**config.mk**
```make
export PLATFORM = sky130hd
export DESIGN_NAME = swt_sleep_wake_timer
export DESIGN_NICKNAME = d
export VERILOG_FILES = /design/src/swt_pkg.sv /design/src/swt_sleep_wake_timer.sv
export SDC_FILE = /design/constraint.sdc
export NUM_CORES = 1
export LEC_CHECK = 0
export BUFFER_PORTS_ARGS = -buffer_cell sky130_fd_sc_hd__buf_4
export CAP_MARGIN = 20
export CORE_MARGIN = 2
export CORE_UTILIZATION = 47
export DETAILED_ROUTE_END_ITERATION = 6
export MAX_ROUTING_LAYER = met4
export PLACE_DENSITY = 0.72
export SYNTH_ARGS = -nofsm -noshare
export SYNTH_HDL_FRONTEND = slang
export SYNTH_SLANG_ARGS = --single-unit
```
**constraint.sdc**
```tcl
create_clock -name core_clk -period 2 [get_ports core_clk]
set_input_delay 0.2 -clock core_clk [delete_from_list [all_inputs] [get_ports core_clk]]
set_output_delay 0.2 -clock core_clk [all_outputs]
set_load 0.01 [all_outputs]
```
**src/swt_pkg.sv**
```systemverilog
package swt_pkg;

	localparam logic [15:0] SWT_ADDR_PERIOD = 16'h2880;
	localparam logic [15:0] SWT_ADDR_FLAGS  = 16'h28b1;
	localparam logic [15:0] SWT_ADDR_CTRL   = 16'h28b2;

	localparam int SWT_BIT_TMR_FLAG = 2;
	localparam int SWT_BIT_SLEEP    = 7;
	localparam int SWT_BIT_DISPLAY  = 6;
	localparam int SWT_BIT_ARM      = 5;

	localparam int SWT_CRYSTAL_HZ = 32768;

	typedef enum logic [1:0]
	{
		SWT_AWAKE   = 2'h0,
		SWT_DISPLAY = 2'h1,
		SWT_SLEEP   = 2'h2
	} swt_mode_t;

	typedef struct packed
	{
		logic        wr;
		logic [15:0] addr;
		logic [7:0]  wdata;
	} swt_req_t;

endpackage

```
**src/swt_sleep_wake_timer.sv**
```systemverilog
`timescale 1ns/10ps
module swt_sleep_wake_timer
	import swt_pkg::*;
#(
	parameter int CRYSTAL_HZ = SWT_CRYSTAL_HZ
)
(
	input  wire logic       core_clk,
	input  wire logic       reset,
	input  wire logic       slow_crystal_clock,
	input  wire swt_req_t   req,
	output      logic [7:0] rd_data,
	output      logic       wake,
	output      logic       cpu_hold_reset,
	output      swt_mode_t  power_mode
);

	////////////////////////////////////////////////////////////////////////////
	// Decode helpers

	// True when the request addresses the given register
	function automatic logic hits(input swt_req_t r, input logic [15:0] a);
		hits = (r.addr == a);
	endfunction

	// True when a control write carries the given bit
	function automatic logic ctrl_bit(input swt_req_t r, input int b);
		ctrl_bit = r.wr && hits(r, SWT_ADDR_CTRL) && r.wdata[b];
	endfunction

	////////////////////////////////////////////////////////////////////////////
	// Crystal clock sampling

	logic xtal_s1_r;
	logic xtal_s2_r;
	logic xtal_s3_r;
	wire  xtal_rise;

	// Two flops settle the asynchronous pin; the third only serves edge detection
	always_ff @(posedge core_clk)
	begin
		xtal_s1_r <= slow_crystal_clock;
		xtal_s2_r <= xtal_s1_r;
		xtal_s3_r <= xtal_s2_r;
	end

	assign xtal_rise = xtal_s2_r & ~xtal_s3_r;

	////////////////////////////////////////////////////////////////////////////
	// State

	logic [7:0]  period_r;
	logic        arm_r;
	logic        tmr_flag_r;
	logic [7:0]  count_r;
	logic [7:0]  rd_data_r;
	logic [31:0] prescale_r;
	swt_mode_t   mode_r;

	////////////////////////////////////////////////////////////////////////////
	// Register decode

	wire wr_period;
	wire wr_ctrl;
	wire req_sleep;
	wire req_disp;
	wire arm_write;
	wire is_awake;
	wire enter_low;
	wire counting;

	assign wr_period = req.wr && hits(req, SWT_ADDR_PERIOD);
	assign wr_ctrl   = req.wr && hits(req, SWT_ADDR_CTRL);
	assign req_sleep = ctrl_bit(req, SWT_BIT_SLEEP);
	assign req_disp  = ctrl_bit(req, SWT_BIT_DISPLAY);
	assign arm_write = ctrl_bit(req, SWT_BIT_ARM);
	assign is_awake  = (mode_r == SWT_AWAKE);
	assign enter_low = is_awake && (req_sleep || req_disp);
	assign counting  = !is_awake && arm_r;

	////////////////////////////////////////////////////////////////////////////
	// One-second tick from the crystal

	wire        last_phase;
	wire        second_tick;
	wire        expire;
	wire [31:0] prescale_nxt;

	assign last_phase  = (prescale_r == 32'(CRYSTAL_HZ - 1));
	assign second_tick = counting && xtal_rise && last_phase;
	assign expire      = second_tick && (count_r == 8'h00);

	// Restarting the prescaler on entry makes the timeout whole seconds
	assign prescale_nxt = enter_low                ? 32'h0 :
	                      !(counting && xtal_rise) ? prescale_r :
	                      last_phase               ? 32'h0 : prescale_r + 32'h1;

	////////////////////////////////////////////////////////////////////////////
	// Next values

	wire [7:0] count_nxt;
	wire       arm_nxt;
	wire       flag_nxt;

	assign count_nxt = (enter_low || expire)  ? period_r :
	                   (arm_write && is_awake) ? period_r :
	                   second_tick             ? count_r - 8'h01 : count_r;

	// Control writes are ignored while a low-power mode holds
	assign arm_nxt = (wr_ctrl && is_awake) ? req.wdata[SWT_BIT_ARM] : arm_r;

	// Set wins over clear, though the two cannot meet
	assign flag_nxt = expire    ? 1'b1 :
	                  enter_low ? 1'b0 : tmr_flag_r;

	swt_mode_t mode_nxt;

	// Sleep wins when both requests come together
	always_comb
	begin
		mode_nxt = mode_r;
		unique case (mode_r)
			SWT_AWAKE:
			begin
				if (req_sleep)
					mode_nxt = SWT_SLEEP;
				else if (req_disp)
					mode_nxt = SWT_DISPLAY;
			end
			SWT_DISPLAY, SWT_SLEEP:
			begin
				if (expire)
					mode_nxt = SWT_AWAKE;
			end
			default:
				mode_nxt = SWT_AWAKE;
		endcase
	end

	////////////////////////////////////////////////////////////////////////////
	// Read selection

	wire [7:0] ctrl_view;
	wire [7:0] flag_view;
	wire [7:0] rd_nxt;

	assign ctrl_view = (8'(mode_r == SWT_SLEEP) << SWT_BIT_SLEEP)
	                 | (8'(mode_r == SWT_DISPLAY) << SWT_BIT_DISPLAY)
	                 | (8'(arm_r) << SWT_BIT_ARM);
	assign flag_view = 8'(tmr_flag_r) << SWT_BIT_TMR_FLAG;
	assign rd_nxt    = hits(req, SWT_ADDR_PERIOD) ? period_r  :
	                   hits(req, SWT_ADDR_FLAGS)  ? flag_view :
	                   hits(req, SWT_ADDR_CTRL)   ? ctrl_view : 8'h00;

	////////////////////////////////////////////////////////////////////////////
	// Period setting, no reset so it survives resets

	always_ff @(posedge core_clk)
	begin
		if (wr_period)
			period_r <= req.wdata;
	end

	////////////////////////////////////////////////////////////////////////////
	// Arm bit

	always_ff @(posedge core_clk)
	begin
		if (reset)
			arm_r <= 1'b0;
		else
			arm_r <= arm_nxt;
	end

	////////////////////////////////////////////////////////////////////////////
	// Power mode

	always_ff @(posedge core_clk)
	begin
		if (reset)
			mode_r <= SWT_AWAKE;
		else
			mode_r <= mode_nxt;
	end

	////////////////////////////////////////////////////////////////////////////
	// Timer wake flag

	always_ff @(posedge core_clk)
	begin
		if (reset)
			tmr_flag_r <= 1'b0;
		else
			tmr_flag_r <= flag_nxt;
	end

	////////////////////////////////////////////////////////////////////////////
	// Seconds counter

	always_ff @(posedge core_clk)
	begin
		if (reset)
			count_r <= 8'h00;
		else
			count_r <= count_nxt;
	end

	////////////////////////////////////////////////////////////////////////////
	// Crystal prescaler

	always_ff @(posedge core_clk)
	begin
		if (reset)
			prescale_r <= 32'h0;
		else
			prescale_r <= prescale_nxt;
	end

	////////////////////////////////////////////////////////////////////////////
	// Read data

	always_ff @(posedge core_clk)
	begin
		if (reset)
			rd_data_r <= 8'h00;
		else
			rd_data_r <= rd_nxt;
	end

	////////////////////////////////////////////////////////////////////////////
	// Outputs

	// Low wake keeps the processor in reset until expiry
	assign wake           = is_awake;
	assign cpu_hold_reset = ~is_awake;
	assign power_mode     = mode_r;
	assign rd_data        = rd_data_r;

endmodule

```
==> impl_metrics.yaml, run 1 <==
detailed_routing:
  post_drt_via_cell_ratio: 5.48
  drtAntennaViolNets: 0
  first_iter_violations: 190
  firstDrtPassIters: 4
  post-route-drc-count: 0
  num_vias: 2904
  wirelength_um: 8280
  wl_per_cell_um: 15.6
run:
  maxCapViolations: 0
min_path:
  whs_path_depth: 1
  min_path_type: "in2reg"
power:
  peakVddDrop_mv: 0.457
  p_leak_nw: 1.83
  power.density_mw_per_mm2: 553
logic_synthesis:
  syn_nets: 362
  ys_warn_count: 0
  avgSynthCellArea_sq_um: 9.23
  syn_area_sq_mm: 0.00303
  ys_types: 54
  yosysTopAreaCellShare_pct: 36.4
  ys_top_cells_by_area: "dfxtp_1 36%, edfxtp_1 7.9%, xor2_1 6.4%, nor2_1 5.2%, nand2_1 3.2%"
  synth.most_common_cell: "dfxtp_1"
  syn_inst: 328
  ys_top_cells_by_count: "55 x dfxtp_1, 42 x nor2_1, 26 x nand2_1, 22 x xor2_1, 18 x nand3_1"
  async_flop_share_pct: 0
  ys_seq_area_share_pct: 44.3
  synth_top_cell_by_area: "dfxtp_1"
  yosys_most_used_dff: "dfxtp_1"
  ys_seq_elements: 63
  synth_edf_count: 8
timing:
  finalSetupTns_ps: -9440
  rsz0062_at_grt: "true"
  hold_viol: 0
  finalCriticalPeriod_ps: 2310
  setup_viol: 42
  finalCritPeriodShare_pct: 116
  worstMarginPinSlew_ps: 513
  max_freq_mhz: 433
  drv_slew: 0
  maxSlewHeadroom_pct: 65.5
  hold_slack_ps: 26.7
  final.setup_skew_ps: 7.28
  worst_slack_ps: -312
floorplanning:
  die_x_um: 84.3
  die_y_um: 84.3
  row_count: 29
  io_pins: 40
  initial_utilization_pct: 48.2
  fp.coreArea_sq_mm: 0.00628
  die_area_sq_mm: 0.00710
worst_setup_path:
  worst_ep_arrival_time_ps: 2540
  path_class: "reg2reg"
  cp.required_ps: 2230
  end_kind: "register"
  rr_worst_depth: 7
  crit_path_start_kind: "register"
  crit_fanout: 4
grt:
  grt_usage_pct: 23.7
  grt_max_degree: 22
  grt_pass1_vias: 2868
  antenna_found_initial: 0
  grt_first_pass_wirelength_um: 13100
  overflow: 0
cells_and_area:
  stdcell_area_sq_mm: 0.00439
  nNetsFinal: 482
  drive_gt1_share_pct: 36.6
  antenna_cells: 0
  fin_cells: 530
  syn_to_final_growth_pct: 45.0
  fin_util_pct: 69.9
place:
  port_buffers: 39
  gp_congestion: 0.866
  postPlaceCellArea_sq_mm: 0.00394
  dp_cells: 503
  dp_hpwl_um: 5530
clocking:
  clk_path_buf_depth: 2
  cts_tree: "built"
  clk_pin_slew_ps: 70
  cts_root_buffer: "clkbuf_8"
  htree_levels: 3
  cts_made_buffers: 9
  clk_latency_ps: 350
  cts.sinks: 63
status:
  violations: "setup timing"
  status: "finished, violations left"
-- layer usage --
metal	GRT usage, %	part of all wire (%)	vias up
met5	-	0	-
met4	10.6	1.7	0
met3	5.01	4.0	14
met2	38.0	50	70
met1	28.7	45	1386
li1	-	-	1434
-- path summary, 6_finish.rpt --
path | start | end | slack [ps]
worst max-delay path | prescale_r[31] | count_r[7] | -310
worst min-delay path | req[4] | period_r[4] | 30
worst max register to register | prescale_r[31] | count_r[7] | -310
worst min register to register | xtal_s1_r | xtal_s2_r | 330
-- through the flow --
step | total power, mW | worst slack [ps]
2_1_floorplan | 1.34 | -233
3_3_place_gp | 1.39 | -289
3_5_place_dp | 1.40 | -348
4_1_cts | 2.42 | -259
5_1_grt | 2.49 | -362
6_report | 2.43 | -312
-- critical path: stages, from the launching register on --
cell and delay, ps:
dfxtp_2 320, or4_4 540, or4_4 460, nor4_4 150
buf_4 190, nor3_4 60, o2bb2ai_2 130, or3_1 340
-- flip-flops by register name (all words and copies together) (netlist names) --
| signal | flops |
|---|---|
| xtal_s2_r | 1 |
| xtal_s1_r | 1 |
| arm_r | 1 |
| rd_data | 8 |
| power_mode | 2 |
| prescale_r | 32 |
| count_r | 8 |
| period_r | 8 |
| tmr_flag_r | 1 |
| xtal_s3_r | 1 |
-- power by group --
group          switching (mW)  leakage, nW  internal (mW)
logic                  0.0444         1.23         0.0612
registers             0.00114        0.518           1.28
clock network           0.487       0.0906          0.552
-- cell type report --
type                       count  area, sq um
inverter                       8         30.0
clock inverter                 7         53.8
timing repair buffer         118          965
multi-input combinational    248         1770
clock buffer                   9          124
fill                         459         1890
tap                           77         96.3
sequential                    63         1350
-- cell families after synthesis --
group                    after synthesis  synth area share [%]
flip-flops                            63                  44.3
XOR/XNOR                              28                  8.10
AO/OA/AOI/OAI                         43                  11.0
multiplexers                           1                 0.331
adder cells (fa/ha/maj)                6                  2.48
AND/OR/NAND/NOR                      170                  31.6
buffers and inverters                 17                  2.23
-- timing repair --
| action | in CTS | in global routing |
|---|---|---|
| hold endpoints to repair | 1 | 0 |
| gates cloned | 0 | 2 |
| pin swaps | 4 | 9 |
| resized for setup | 16 | 25 |
| endpoints found under the setup margin | 42 | 43 |
| buffers inserted | 5 | 6 |
| hold buffers | 1 | 0 |
-- cells in the final DEF, fill, tap and decap left out, types with 4 or more instances in the layout --
cell type,n
buf_4,107
dfxtp_1,51
nor2_1,41
nand2_1,26
xor2_1,22
nand3_1,18
nand4_1,11
clkbuf_8,9
nor3_1,8
and3_1,8
edfxtp_1,8
and2_1,7
inv_1,6
a21oi_1,6
xnor2_1,6
and4_1,5
nor4_1,5
or3_1,5
clkinv_1,5
buf_6,5
ha_1,4
Note: power is estimated with default switching activity, not from simulation.
==> run 2: changes to the inputs <==
--- a/config.mk
+++ b/config.mk
@@ -7,11 +7,12 @@
 export LEC_CHECK = 0
 export BUFFER_PORTS_ARGS = -buffer_cell sky130_fd_sc_hd__buf_4
 export CAP_MARGIN = 20
+export CORE_ASPECT_RATIO = 0.75
 export CORE_MARGIN = 2
 export CORE_UTILIZATION = 47
 export DETAILED_ROUTE_END_ITERATION = 6
 export MAX_ROUTING_LAYER = met4
-export PLACE_DENSITY = 0.72
+export PLACE_DENSITY = 0.77
 export SYNTH_ARGS = -nofsm -noshare
 export SYNTH_HDL_FRONTEND = slang
 export SYNTH_SLANG_ARGS = --single-unit
==> impl_metrics.yaml, run 2 (synthesis results as in run 1) <==
status:
  status: "finished, violations left"
  violations: "setup timing"
worst_setup_path:
  crit_fanout: 8
  worst_ep_arrival_time_ps: 2540
  cp.required_ps: 2220
  crit_path_start_kind: "register"
  end_kind: "register"
  path_class: "reg2reg"
place:
  port_buffers: 39
  dp_hpwl_um: 5480
  gp_congestion: 0.858
  postPlaceCellArea_sq_mm: 0.00396
floorplanning:
  initial_utilization_pct: 48.4
  die_x_um: 96.7
  row_count: 25
  die_area_sq_mm: 0.00711
  fp.coreArea_sq_mm: 0.00626
  io_pins: 40
  die_y_um: 73.5
detailed_routing:
  drtAntennaViolNets: 0
  post-route-drc-count: 0
  firstDrtPassIters: 4
  num_vias: 2963
  first_iter_violations: 148
  wl_per_cell_um: 16.1
  post_drt_via_cell_ratio: 5.55
  wirelength_um: 8600
grt:
  grt_max_degree: 31
  grt_pass1_vias: 2757
  grt.busiest_layer: "met2"
  grt_usage_pct: 23.1
  grt_first_pass_wirelength_um: 12700
  grtUsageMet1_pct: 29.3
  use_met2_pct: 35.6
  overflow: 0
  antenna_found_initial: 0
  grt_use_met3_pct: 6.47
timing:
  drv_slew: 0
  worst_slack_ps: -316
  setup_viol: 40
  worstMarginPinSlew_ps: 546
  rsz0062_at_grt: "true"
  finalCritPeriodShare_pct: 116
  max_freq_mhz: 432
  hold_viol: 0
  finalCriticalPeriod_ps: 2320
  final.setup_skew_ps: 10.5
  maxSlewHeadroom_pct: 63.3
  hold_slack_ps: 31.6
cells_and_area:
  stdcell_area_sq_mm: 0.00461
  fin_util_pct: 73.6
  largest_reg_flops: 32
  layout_commonest_cell: "buf_4"
  final_cell_mix: "111 x buf_4, 51 x dfxtp_1, 25 x nand2_1"
  top_register: "prescale_r"
  syn_to_final_growth_pct: 52.1
  drive_gt1_share_pct: 43.5
  antenna_cells: 0
  nNetsFinal: 482
power:
  p_leak_nw: 1.83
  power.density_mw_per_mm2: 549
  peakVddDrop_mv: 0.468
clocking:
  cts_root_buffer: "clkbuf_8"
  clk_pin_slew_ps: 80
  cts_made_buffers: 9
  cts_tree: "built"
  cts.sinks: 63
  clk_path_buf_depth: 2
  htree_levels: 3
  clk_latency_ps: 340
run:
  maxCapViolations: 0
min_path:
  min_path_type: "in2reg"
-- run 2: changes by cell type in the layout (fill, tap and decap cells not counted), sizes merged --
cell / change
clkinvlp: +2
clkinv: -3
clkbuf: +3
bufinv: -1
buf: -1
-- run 2: timing repair --
item | CTS | global route
pin swaps | 12 | 37
hold endpoints to repair | 1 | 0
endpoints found under the setup margin | 42 | 43
cloned | 0 | 3
buffers inserted | 6 | 2
hold buffers | 1 | 0
resized for setup | 18 | 64
-- run 2: area by class of cell --
class,count,area (sq um)
tap,81,101
clock buffer,11,174
clock inverter,5,37.5
sequential,63,1350
timing repair buffer,118,956
inverter,8,30.0
multi-input combinational,248,1960
fill,431,1650
-- run 2: path summary, 6_finish.rpt --
| path | start | to | slack, ps | depth (start not counted) |
|---|---|---|---|---|
| worst max-delay path | prescale_r[31] | prescale_r[30] | -320 | 7 |
| worst min-delay path | req[1] | period_r[1] | 30 | 1 |
| worst max register to register | prescale_r[31] | prescale_r[30] | -320 | 7 |
| worst min register to register | xtal_s1_r | xtal_s2_r | 340 | 0 |
-- run 2: metal layers --
metal,up-vias,routed length (um)
li1,1436,-
met1,1436,3960
met2,81,4130
met3,10,429
met4,0,84
met5,-,0
-- run 2: power breakdown --
| group | switching [mW] | internal (mW) | leakage [nW] |
|---|---|---|---|
| registers | 0.00130 | 1.28 | 0.518 |
| clock network | 0.525 | 0.602 | 0.102 |
| logic | 0.0579 | 0.0628 | 1.22 |
| total | 0.584 | 1.95 | 1.83 |
-- run 2: stage by stage --
step	setup TNS, ps	setup slack, ps	total power, mW	std cells
CTS	-5500	-245	2.52	532
global route	-12780	-389	2.61	534
global placement	-7830	-349	1.39	509
finish	-10660	-316	2.53	534
floorplan	-2900	-233	1.34	328
detailed placement	-8770	-372	1.40	509
-- run 2: critical path, cell delays in order (launching register included) --
cell       delay [ps]
dfxtp_1           320
or4_4             560
or4_4             480
nor4_4            260
buf_4             170
nand2b_4          180
clkbuf_16         210
nor2_4             30
